<file path="src/hw/psc_params.svh">
// psc_params.svh: offsets, field positions, reset values and counts for the
// synthesizer configuration bank.
// assumes: included by its bare name; holds definitions only.
`ifndef PSC_PARAMS_SVH
`define PSC_PARAMS_SVH

`define PSC_WORD_BITS 32
`define PSC_CNT_W 6
`define PSC_SEL_MSB 3
`define PSC_SEL_LSB 0
`define PSC_SEL_R0 4'h0
`define PSC_SEL_R1 4'h1
`define PSC_SEL_R2 4'h2
`define PSC_SEL_R3 4'h3
`define PSC_SEL_R4 4'h4
`define PSC_NUM_REGS 5
`define PSC_REG_RST 32'h00000000

`define PSC_AC_BIT 21
`define PSC_PR_BIT 20
`define PSC_INT_MSB 19
`define PSC_INT_LSB 4
`define PSC_NMIN_45 16'h0017
`define PSC_NMIN_89 16'h004B
`define PSC_NMAX_45 16'h7FFF

`define PSC_MAIN_FRAC_NUMERATOR_MSB 27
`define PSC_MAIN_FRAC_NUMERATOR_LSB 4
`define PSC_F2LO_MSB 31
`define PSC_F2LO_LSB 18
`define PSC_M2LO_MSB 17
`define PSC_M2LO_LSB 4
`define PSC_AUX_SHIFT 14

`define PSC_SD_BIT 30
`define PSC_RESYNC_BIT 29
`define PSC_PA_BIT 28
`define PSC_PH_MSB 27
`define PSC_PH_LSB 4

`define PSC_MUX_MSB 29
`define PSC_MUX_LSB 27
`define PSC_RD2_BIT 26
`define PSC_REF_HALVER_ENABLE_BIT 25
`define PSC_RCNT_MSB 24
`define PSC_RCNT_LSB 15
`define PSC_D1_BIT 14
`define PSC_RCNT_ONE 10'h001

`endif

</file>
<file path="src/hw/psc_pkg.sv">
// psc_pkg: types shared by the configuration bank and its helpers.
// assumes: psc_params.svh is on the include path.
`include "psc_params.svh"

package psc_pkg;

  typedef enum logic [3:0] {
    PSC_REG0 = `PSC_SEL_R0,
    PSC_REG1 = `PSC_SEL_R1,
    PSC_REG2 = `PSC_SEL_R2,
    PSC_REG3 = `PSC_SEL_R3,
    PSC_REG4 = `PSC_SEL_R4
  } psc_reg_e;

  typedef struct packed {
    logic [15:0] int_divide;
    logic prescaler_89;
    logic vco_auto_calibration_enable;
    logic [23:0] main_frac_numerator;
    logic [27:0] aux_frac_numerator;
    logic [27:0] aux_modulus;
    logic modulator_reset_disable;
    logic resync_enable;
    logic phase_adjust_enable;
    logic [23:0] phase_value_field;
    logic [23:0] output_phase;
    logic [2:0] test_mux_select;
    logic ref_doubler_enable;
    logic ref_halver_enable;
    logic [9:0] r_counter;
    logic double_buffer_enable;
    logic [2:0] out_div_select;
  } psc_cfg_s;

endpackage : psc_pkg

</file>
<file path="src/hw/psc_cfg_top.sv">
// psc_cfg_top: write-only configuration bank of a fractional-N synthesizer,
// registers zero to four, loaded over a three-wire serial link.
// assumes: link pins synchronous to ref_clk; register 6 divider select and
// register 13 high parts arrive as ports from neighbouring banks.
`timescale 1ns/1ps
`include "psc_params.svh"

module psc_cfg_top (
  // clock and reset
  input wire logic ref_clk,
  input wire logic rst_b,
  // three-wire serial link
  input wire logic ser_clk,
  input wire logic ser_data,
  input wire logic ser_le,
  // reference input
  input wire logic ref_in,
  // fields held by neighbouring banks
  input wire logic [13:0] aux_frac_high_part,
  input wire logic [13:0] aux_modulus_high_part,
  input wire logic [2:0] out_div_sel_in,
  // configuration and events
  output psc_pkg::psc_cfg_s cfg,
  output logic vco_auto_calibration_r,
  output logic mod_reset_r,
  output logic phase_step_r,
  output logic int_range_err_r,
  output logic pfd_tick
);

  logic rst_s1_r;
  logic rst_n_r;
  logic word_vld;
  logic [31:0] word;
  logic [31:0] regs_r [`PSC_NUM_REGS];
  logic [3:0] sel_w;
  logic wr0_w;
  logic wr3_w;
  logic [15:0] int_w;
  logic [15:0] nmin_w;

  logic [15:0] int_div_r;
  logic presc_r;
  logic ac_en_r;
  logic [23:0] main_frac_numerator_r;
  logic [27:0] aux_frac_r;
  logic [27:0] aux_mod_r;
  logic [23:0] phase_out_r;
  logic [2:0] mux_r;
  logic rd2_r;
  logic ref_halver_enable_r;
  logic [9:0] rcnt_r;
  logic [2:0] odiv_r;

  // reset is released through two flops; everything else uses rst_n_r
  always_ff @(posedge ref_clk or negedge rst_b) begin
    if (!rst_b) begin
      rst_s1_r <= 1'b0;
      rst_n_r <= 1'b0;
    end else begin
      rst_s1_r <= 1'b1;
      rst_n_r <= rst_s1_r;
    end
  end

  psc_shift u_shift (
    .clk(ref_clk),
    .rst_n(rst_n_r),
    .ser_clk(ser_clk),
    .ser_data(ser_data),
    .ser_le(ser_le),
    .word_vld_r(word_vld),
    .word_r(word)
  );

  assign sel_w = word[`PSC_SEL_MSB:`PSC_SEL_LSB];
  assign wr0_w = word_vld && (sel_w == `PSC_SEL_R0);
  assign wr3_w = word_vld && (sel_w == `PSC_SEL_R3);
  assign int_w = word[`PSC_INT_MSB:`PSC_INT_LSB];
  assign nmin_w = word[`PSC_PR_BIT] ? `PSC_NMIN_89 : `PSC_NMIN_45;

  // raw word store; selects above four belong to other banks and are ignored
  for (genvar i = 0; i < `PSC_NUM_REGS; i++) begin : g_reg
    always_ff @(posedge ref_clk or negedge rst_n_r) begin
      if (!rst_n_r)
        regs_r[i] <= `PSC_REG_RST;
      else if (word_vld && (sel_w == 4'(i)))
        regs_r[i] <= word;
    end
  end

  // integer divide and prescaler take effect at once
  always_ff @(posedge ref_clk or negedge rst_n_r) begin
    if (!rst_n_r) begin
      int_div_r <= 16'h0000;
      presc_r <= 1'b0;
      ac_en_r <= 1'b0;
    end else if (wr0_w) begin
      int_div_r <= int_w;
      presc_r <= word[`PSC_PR_BIT];
      ac_en_r <= word[`PSC_AC_BIT];
    end
  end

  // flags an integer value outside the prescaler's legal span
  always_ff @(posedge ref_clk or negedge rst_n_r) begin
    if (!rst_n_r)
      int_range_err_r <= 1'b0;
    else if (wr0_w)
      int_range_err_r <= (int_w < nmin_w) ||
        (!word[`PSC_PR_BIT] && int_w > `PSC_NMAX_45);
  end

  // one-cycle events from a register zero write
  always_ff @(posedge ref_clk or negedge rst_n_r) begin
    if (!rst_n_r) begin
      vco_auto_calibration_r <= 1'b0;
      mod_reset_r <= 1'b0;
      phase_step_r <= 1'b0;
    end else begin
      vco_auto_calibration_r <= wr0_w && word[`PSC_AC_BIT];
      mod_reset_r <= wr0_w && !regs_r[3][`PSC_SD_BIT];
      phase_step_r <= wr0_w && regs_r[3][`PSC_PA_BIT];
    end
  end

  // shadowed fields: the main fraction and reference setup wait for the
  // next register zero write so a retune lands as one step
  always_ff @(posedge ref_clk or negedge rst_n_r) begin
    if (!rst_n_r) begin
      main_frac_numerator_r <= 24'h000000;
      rd2_r <= 1'b0;
      ref_halver_enable_r <= 1'b0;
      rcnt_r <= `PSC_RCNT_ONE;
    end else if (wr0_w) begin
      main_frac_numerator_r <= regs_r[1][`PSC_MAIN_FRAC_NUMERATOR_MSB:`PSC_MAIN_FRAC_NUMERATOR_LSB];
      rd2_r <= regs_r[4][`PSC_RD2_BIT];
      ref_halver_enable_r <= regs_r[4][`PSC_REF_HALVER_ENABLE_BIT];
      rcnt_r <= regs_r[4][`PSC_RCNT_MSB:`PSC_RCNT_LSB];
    end
  end

  // mux select is not buffered so a host can switch it after lock
  always_ff @(posedge ref_clk or negedge rst_n_r) begin
    if (!rst_n_r)
      mux_r <= 3'h0;
    else if (word_vld && sel_w == `PSC_SEL_R4)
      mux_r <= word[`PSC_MUX_MSB:`PSC_MUX_LSB];
  end

  always_ff @(posedge ref_clk or negedge rst_n_r) begin
    if (!rst_n_r)
      odiv_r <= 3'h0;
    else if (!regs_r[4][`PSC_D1_BIT] || wr0_w)
      odiv_r <= out_div_sel_in;
  end

  // wide aux values are rebuilt every cycle from both halves
  always_ff @(posedge ref_clk or negedge rst_n_r) begin
    if (!rst_n_r) begin
      aux_frac_r <= 28'h0000000;
      aux_mod_r <= 28'h0000000;
    end else begin
      aux_frac_r <= 28'((28'(aux_frac_high_part) << `PSC_AUX_SHIFT) +
        28'(regs_r[2][`PSC_F2LO_MSB:`PSC_F2LO_LSB]));
      aux_mod_r <= 28'((28'(aux_modulus_high_part) << `PSC_AUX_SHIFT) +
        28'(regs_r[2][`PSC_M2LO_MSB:`PSC_M2LO_LSB]));
    end
  end

  // a phase write sets the phase; adjust mode then accumulates it
  always_ff @(posedge ref_clk or negedge rst_n_r) begin
    if (!rst_n_r)
      phase_out_r <= 24'h000000;
    else if (wr3_w)
      phase_out_r <= word[`PSC_PH_MSB:`PSC_PH_LSB];
    else if (wr0_w && regs_r[3][`PSC_PA_BIT])
      phase_out_r <= phase_out_r +
        regs_r[3][`PSC_PH_MSB:`PSC_PH_LSB];
  end

  psc_ref_div u_ref_div (
    .clk(ref_clk),
    .rst_n(rst_n_r),
    .ref_in(ref_in),
    .dbl_en(rd2_r),
    .half_en(ref_halver_enable_r),
    .r_div(rcnt_r),
    .pfd_tick_r(pfd_tick)
  );

  assign cfg.int_divide = int_div_r;
  assign cfg.prescaler_89 = presc_r;
  assign cfg.vco_auto_calibration_enable = ac_en_r;
  assign cfg.main_frac_numerator = main_frac_numerator_r;
  assign cfg.aux_frac_numerator = aux_frac_r;
  assign cfg.aux_modulus = aux_mod_r;
  assign cfg.modulator_reset_disable = regs_r[3][`PSC_SD_BIT];
  assign cfg.resync_enable = regs_r[3][`PSC_RESYNC_BIT];
  assign cfg.phase_adjust_enable = regs_r[3][`PSC_PA_BIT];
  assign cfg.phase_value_field = regs_r[3][`PSC_PH_MSB:`PSC_PH_LSB];
  assign cfg.output_phase = phase_out_r;
  assign cfg.test_mux_select = mux_r;
  assign cfg.ref_doubler_enable = rd2_r;
  assign cfg.ref_halver_enable = ref_halver_enable_r;
  assign cfg.r_counter = rcnt_r;
  assign cfg.double_buffer_enable = regs_r[4][`PSC_D1_BIT];
  assign cfg.out_div_select = odiv_r;
endmodule : psc_cfg_top

</file>
<file path="src/hw/psc_shift.sv">
// psc_shift: three-wire receiver, collects a 32-bit word msb first.
// assumes: link pins already synchronous to clk; rst_n is a synced reset.
`timescale 1ns/1ps
`include "psc_params.svh"

module psc_shift (
  // clock and reset
  input wire logic clk,
  input wire logic rst_n,
  // serial link
  input wire logic ser_clk,
  input wire logic ser_data,
  input wire logic ser_le,
  // received word
  output logic word_vld_r,
  output logic [31:0] word_r
);

  logic sclk_d_r;
  logic le_d_r;
  logic [31:0] shift_r;
  logic [`PSC_CNT_W-1:0] cnt_r;
  logic full_w;

  assign full_w = (cnt_r == `PSC_CNT_W'(`PSC_WORD_BITS));

  always_ff @(posedge clk or negedge rst_n) begin
    if (!rst_n) begin
      sclk_d_r <= 1'b0;
      // strobe idles high, so a low reset copy would see a false rise
      le_d_r <= 1'b1;
    end else begin
      sclk_d_r <= ser_clk;
      le_d_r <= ser_le;
    end
  end

  // count saturates above 32 so an overlong word is also discarded
  always_ff @(posedge clk or negedge rst_n) begin
    if (!rst_n) begin
      shift_r <= `PSC_REG_RST;
      cnt_r <= '0;
    end else if (ser_le && !le_d_r) begin
      cnt_r <= '0;
    end else if (ser_clk && !sclk_d_r && !ser_le) begin
      shift_r <= {shift_r[30:0], ser_data};
      if (cnt_r <= `PSC_CNT_W'(`PSC_WORD_BITS))
        cnt_r <= cnt_r + `PSC_CNT_W'(1);
    end
  end

  always_ff @(posedge clk or negedge rst_n) begin
    if (!rst_n) begin
      word_vld_r <= 1'b0;
      word_r <= `PSC_REG_RST;
    end else begin
      word_vld_r <= ser_le && !le_d_r && full_w;
      if (ser_le && !le_d_r && full_w)
        word_r <= shift_r;
    end
  end
endmodule : psc_shift

</file>
<file path="src/hw/psc_ref_div.sv">
// psc_ref_div: reference path model, doubler, R counter and halver,
// producing one-cycle phase detector ticks.
// assumes: ref_in is sampled by clk and much slower than it.
`timescale 1ns/1ps

module psc_ref_div (
  // clock and reset
  input wire logic clk,
  input wire logic rst_n,
  // reference and settings
  input wire logic ref_in,
  input wire logic dbl_en,
  input wire logic half_en,
  input wire logic [9:0] r_div,
  // phase detector tick
  output logic pfd_tick_r
);

  logic ref_d_r;
  logic [9:0] cnt_r;
  logic tog_r;
  logic edge_w;
  logic wrap_w;
  logic [9:0] ratio_w;

  // single edge is the falling one; doubler makes both edges count
  assign edge_w = dbl_en ? (ref_in ^ ref_d_r) : (ref_d_r && !ref_in);
  // ratio zero is illegal; treat it as one rather than stall
  assign ratio_w = (r_div == 10'h000) ? 10'h001 : r_div;
  assign wrap_w = edge_w && (cnt_r + 10'h001 >= ratio_w);

  always_ff @(posedge clk or negedge rst_n) begin
    if (!rst_n) begin
      ref_d_r <= 1'b0;
      cnt_r <= 10'h000;
    end else begin
      ref_d_r <= ref_in;
      if (wrap_w)
        cnt_r <= 10'h000;
      else if (edge_w)
        cnt_r <= cnt_r + 10'h001;
    end
  end

  always_ff @(posedge clk or negedge rst_n) begin
    if (!rst_n) begin
      tog_r <= 1'b0;
      pfd_tick_r <= 1'b0;
    end else begin
      if (wrap_w)
        tog_r <= !tog_r;
      pfd_tick_r <= wrap_w && (!half_en || !tog_r);
    end
  end

endmodule : psc_ref_div

</file>
<file path="config.mk">
export PLATFORM = sky130hd
export DESIGN_NAME = psc_cfg_top
export DESIGN_NICKNAME = d
export VERILOG_FILES = /design/src/hw/psc_pkg.sv /design/src/hw/psc_cfg_top.sv /design/src/hw/psc_shift.sv /design/src/hw/psc_ref_div.sv
export VERILOG_INCLUDE_DIRS = /design/src /design/src/hw
export SDC_FILE = /design/constraint.sdc
export NUM_CORES = 1
export LEC_CHECK = 0
export ABC_AREA = 1
export BUFFER_PORTS_ARGS = -buffer_cell sky130_fd_sc_hd__buf_2
export CORE_ASPECT_RATIO = 0.6
export CORE_MARGIN = 5
export CORE_UTILIZATION = 46
export CTS_CLUSTER_DIAMETER = 60
export DETAILED_ROUTE_END_ITERATION = 8
export GPL_ROUTABILITY_DRIVEN = 1
export PLACE_DENSITY_LB_ADDON = 0.12
export SLEW_MARGIN = 30
export SYNTH_ARGS = -nofsm -noshare
export SYNTH_HDL_FRONTEND = slang
export SYNTH_HIERARCHICAL = 1
export SYNTH_SLANG_ARGS = --single-unit
export TNS_END_PERCENT = 30
</file>
<file path="constraint.sdc">
create_clock -name ref_clk -period 13.5 [get_ports ref_clk]
set_input_delay 4.05 -clock ref_clk [delete_from_list [all_inputs] [get_ports ref_clk]]
set_output_delay 4.05 -clock ref_clk [all_outputs]
set_load 0.1 [all_outputs]
</file>
==> flow_summary_export.csv <==
group,metric,value,unit
synthesis,combinational_family_with_the_most_area_after_synthesis,"simple AND/OR/NAND/NOR gates",
worst_setup_path,max_stage_delay,560,ps
synthesis,mappedNetlistNets,1678,
finish,final_layout_size_suffix_gt1_frac,0.203,
die,die_height,147,um
synthesis,postSynthAreaPerCell,8.97,um2
sta,period_share,0.415,
grt,grt_antenna_before_repair,0,
synthesis,synth_compound_gate_area_share,0.0860,
clock_tree,count_of_hold_buffers_inserted_by_post_cts_repair,0,
worst_setup_path,critical_path.cell_chain,"buf_2",
worst_setup_path,critical_path_source_type,"register",
power,total_power,2.08,mW
finish,postLayoutCoreUtil,0.536,
synthesis,synth_top_flop_cell,"sky130_fd_sc_hd__dfrtp_1",
clock_tree,cts_tree,"done",
synthesis,yosys.area_share.simple,0.214,
synthesis,synthXorXnorAreaFrac,0.00777,
drt,violation_count_after_the_first_detailed_route_iteration,853,
synthesis,netlist_instances,1599,
sta,timing.slew.headroom,0.427,
sta,rsz0062_at_grt,"no",
die,core_area,31000,um2
die,dieArea,34900,um2
die,effective_utilization_at_floorplan,0.463,
synthesis,netlist_area,14300,um2
worst_setup_path,r2r.worst_path.cells,13,
clock_tree,numClockSinks,324,
clock_tree,cts_root_buffer,"sky130_fd_sc_hd__clkbuf_16",
flow_run,cap_violations,0,
grt,grt_max_degree,152,
clock_tree,clkTransAtPathRegs,60,ps
worst_setup_path,worst-setup-path-type,"register to output pin",
sta,hold_viol,0,
synthesis,synth-edff-count,0,
drt,via_count,10801,
drt,avgRoutedWirePerCell,16.8,um
worst_setup_path,rr_startpoint,"u_ref_div/cnt_r[0]",
drt,drc_violations,0,
placed_design,post-place-cells,2152,
sta,finalSetupViolations,0,
grt,track_usage,0.213,
placed_design,detailedPlacementHpwl,26600,um
placed_design,port_buffers,209,
worst_setup_path,cp.required,9450,ps
drt,antenna_left,0,
grt,grt_first_pass_wirelength,59700,um
clock_tree,cts_resized,0,
finish,layout.cells.non_filler,2210,
synthesis,postSynthRegisterBits,324,
die,floorplan.rows,50,
die,chipWidth,238,um
finish,antennaDiodeCount,0,
worst_setup_path,reg2reg_to,"u_ref_div/cnt_r[0]",
synthesis,yosysTopAreaCellShare,0.562,
worst_setup_path,critical_path.startpoint,"rcnt_r[0]",
sta,worst_slew_pin_slew,859,ps
sta,fin_crit,5610,ps
synthesis,sequential_share_of_the_synthesized_area,0.566,
synthesis,yosys.area_share.adder,0.0372,
worst_setup_path,path_max_fanout,3,
die,io-pin-count,210,
sta,final_max_slew_viol_count,0,
clock_tree,insertion_delay,580,ps
power,power.leakage,9.00,nW
worst_setup_path,crit_slowest_cell,"sky130_fd_sc_hd__dfstp_2",
power,vdd_ir_drop_max,0.0899,mV
clock_tree,cts_made_buffers,31,
sta,totalNegativeSetupSlack,0,ps
synthesis,netlist-cell-type-count,44,
worst_setup_path,critical_path_arrival,1560,ps
run_status,outcome,"completed",
drt,routed_wl,37200,um
placed_design,gpl.final_weighted_congestion,0.878,
synthesis,synthTopCellsByArea,"sky130_fd_sc_hd__dfrtp_1 (56%), sky130_fd_sc_hd__nand2_1 (14%), sky130_fd_sc_hd__o21ai_0 (5.1%), sky130_fd_sc_hd__inv_1 (4.9%), sky130_fd_sc_hd__ha_1 (3.6%)",
synthesis,synth.area.mux_share,0.00314,
drt,drt_first_pass_iters,5,
sta,achievable-frequency,0.178,GHz
finish,final_nets,1849,
hold_path,min-delay-start,"rst_s1_r",
synthesis,asyncSetResetFlopFracSynth,1.00,
drt,detail_route.vias_per_cell,4.89,
clock_tree,setup_repair_bufs_after_cts,0,
worst_setup_path,ff2ff_setup_slack,10770,ps
worst_setup_path,path_delay_family,"flip-flops",
finish,final.fill_count,2903,
hold_path,hold_path.class,"register to register",
power,cellPowerDensity,125,nW/um2
grt,grt_overflow_total,0,
worst_setup_path,crit_path_end_kind,"output pin",
grt,first_global_vias,10512,
clock_tree,cts.htree.levels,1,
worst_setup_path,cp.buffers_inverters,1,
finish,areaGrowthSynthToFinish,15.9,%
synthesis,synth.yosys.warnings,6,
sta,skew,17.5,ps
hold_path,min_delay_worst_endpoint,"rst_n_r",
hold_path,min_path_cells,0,
synthesis,synth.largest_area_cell,"sky130_fd_sc_hd__dfrtp_1",
clock_tree,clockBufferDepth,3,
==> placed cells by master (no fill, tap or decap), types with 2 or more instances in the layout <==
cell type,count
sky130_fd_sc_hd__o21ai_2,31
sky130_fd_sc_hd__inv_1,188
sky130_fd_sc_hd__nand3_1,64
sky130_fd_sc_hd__inv_6,3
sky130_fd_sc_hd__a21oi_1,23
sky130_fd_sc_hd__o21bai_1,3
sky130_fd_sc_hd__xor2_1,6
sky130_fd_sc_hd__inv_2,7
sky130_fd_sc_hd__clkbuf_8,5
sky130_fd_sc_hd__o21ai_1,7
sky130_fd_sc_hd__nand2_2,31
sky130_fd_sc_hd__buf_2,209
sky130_fd_sc_hd__clkinvlp_4,3
sky130_fd_sc_hd__buf_12,2
sky130_fd_sc_hd__nor2_1,53
sky130_fd_sc_hd__o221ai_1,2
sky130_fd_sc_hd__dfrtp_1,321
sky130_fd_sc_hd__nor3_1,4
sky130_fd_sc_hd__ha_1,41
sky130_fd_sc_hd__nand4_1,14
sky130_fd_sc_hd__xnor2_1,3
sky130_fd_sc_hd__dfstp_2,2
sky130_fd_sc_hd__bufinv_16,5
sky130_fd_sc_hd__nor2_8,2
sky130_fd_sc_hd__mux2_2,4
sky130_fd_sc_hd__nor2_4,4
sky130_fd_sc_hd__clkbuf_1,4
sky130_fd_sc_hd__nand2_1,535
sky130_fd_sc_hd__nand3_2,4
sky130_fd_sc_hd__clkbuf_16,31
sky130_fd_sc_hd__clkinv_2,6
sky130_fd_sc_hd__nand3_4,2
sky130_fd_sc_hd__buf_4,7
sky130_fd_sc_hd__nand3b_1,7
sky130_fd_sc_hd__o21ai_0,146
==> per-stage QoR <==
step,setup slack (ps),cell area [um2],hold slack [ps]
final,7890,16600,351
after global routing,7840,16600,367
after CTS,7850,16600,353
after detailed placement,8020,15500,339
after global placement,8070,15500,336
after floorplan,3810,14300,331
==> sequential cells by signal (all words and copies together), names as in the netlist, 16 cells and up <==
signal                 cells
regs_r                    64
u_shift/shift_r           32
u_shift/word_r            32
aux_frac_r                28
aux_mod_r                 28
cfg                       28
main_frac_numerator_r     24
phase_out_r               24
int_div_r                 16
==> area by class of cell <==
class | count | area, um2 | area share
clock buffers | 40 | 860 | 0.0517
clock inverters | 17 | 229 | 0.0138
inverters | 196 | 736 | 0.0443
multi-input cells | 999 | 5020 | 0.302
flip-flops and latches | 324 | 8110 | 0.488
well taps | 416 | 520 | 0.0313
repair buffers | 218 | 1140 | 0.0685
==> synth_stat cells, types with 6 or more instances <==
cell type,instances
sky130_fd_sc_hd__inv_1,188
sky130_fd_sc_hd__clkbuf_1,22
sky130_fd_sc_hd__o21ai_2,31
sky130_fd_sc_hd__buf_4,32
sky130_fd_sc_hd__a21oi_1,23
sky130_fd_sc_hd__xor2_1,6
sky130_fd_sc_hd__o21ai_1,7
sky130_fd_sc_hd__nand2_2,31
sky130_fd_sc_hd__nor2_1,53
sky130_fd_sc_hd__o21ai_0,146
sky130_fd_sc_hd__nand4_1,14
sky130_fd_sc_hd__nand3b_1,7
sky130_fd_sc_hd__ha_1,41
sky130_fd_sc_hd__nand3_1,66
sky130_fd_sc_hd__dfrtp_1,322
sky130_fd_sc_hd__inv_2,7
sky130_fd_sc_hd__nand2_1,535
sky130_fd_sc_hd__buf_2,17
sky130_fd_sc_hd__buf_6,8
==> worst max path at each step <==
stage,to,slack (ps),cells after the start
2_1_floorplan,ac_en_r,3810,0
3_3_place_gp,u_shift/word_r[28],8070,6
3_5_place_dp,u_shift/word_r[28],8020,6
4_1_cts,cfg[4],7850,1
5_1_grt,cfg[4],7840,1
6_report,cfg[4],7890,1
==> metal layers <==
| metal | vias to the layer above | GRT usage | wire (um) |
|---|---|---|---|
| met4 | 0 | 0.0392 | 618 |
| met3 | 44 | 0.0373 | 2140 |
| li1 | 5336 | - | - |
| met5 | - | 0 | 0 |
| met1 | 5182 | 0.334 | 18300 |
| met2 | 239 | 0.315 | 16100 |
==> report_power, final <==
part	switching (mW)	internal (mW)	leakage, nW	total (mW)
Sequential	0.0217	1.00	4.41	1.02
Combinational	0.103	0.0295	4.06	0.132
Clock	0.380	0.546	0.531	0.926
Total	0.505	1.58	9.00	2.08
==> logic make-up (layout without fill, tap and decap cells) <==
family,count (synthesis),in the layout
XOR/XNOR,11,11
buffers and inverters,276,471
adder cells (fa/ha/maj),42,42
flip-flops,324,324
AND/OR/NAND/NOR,724,724
AO/OA/AOI/OAI,217,217
multiplexers,4,4
other,1,1
No activity file was read; power rests on OpenSTA's default activity.
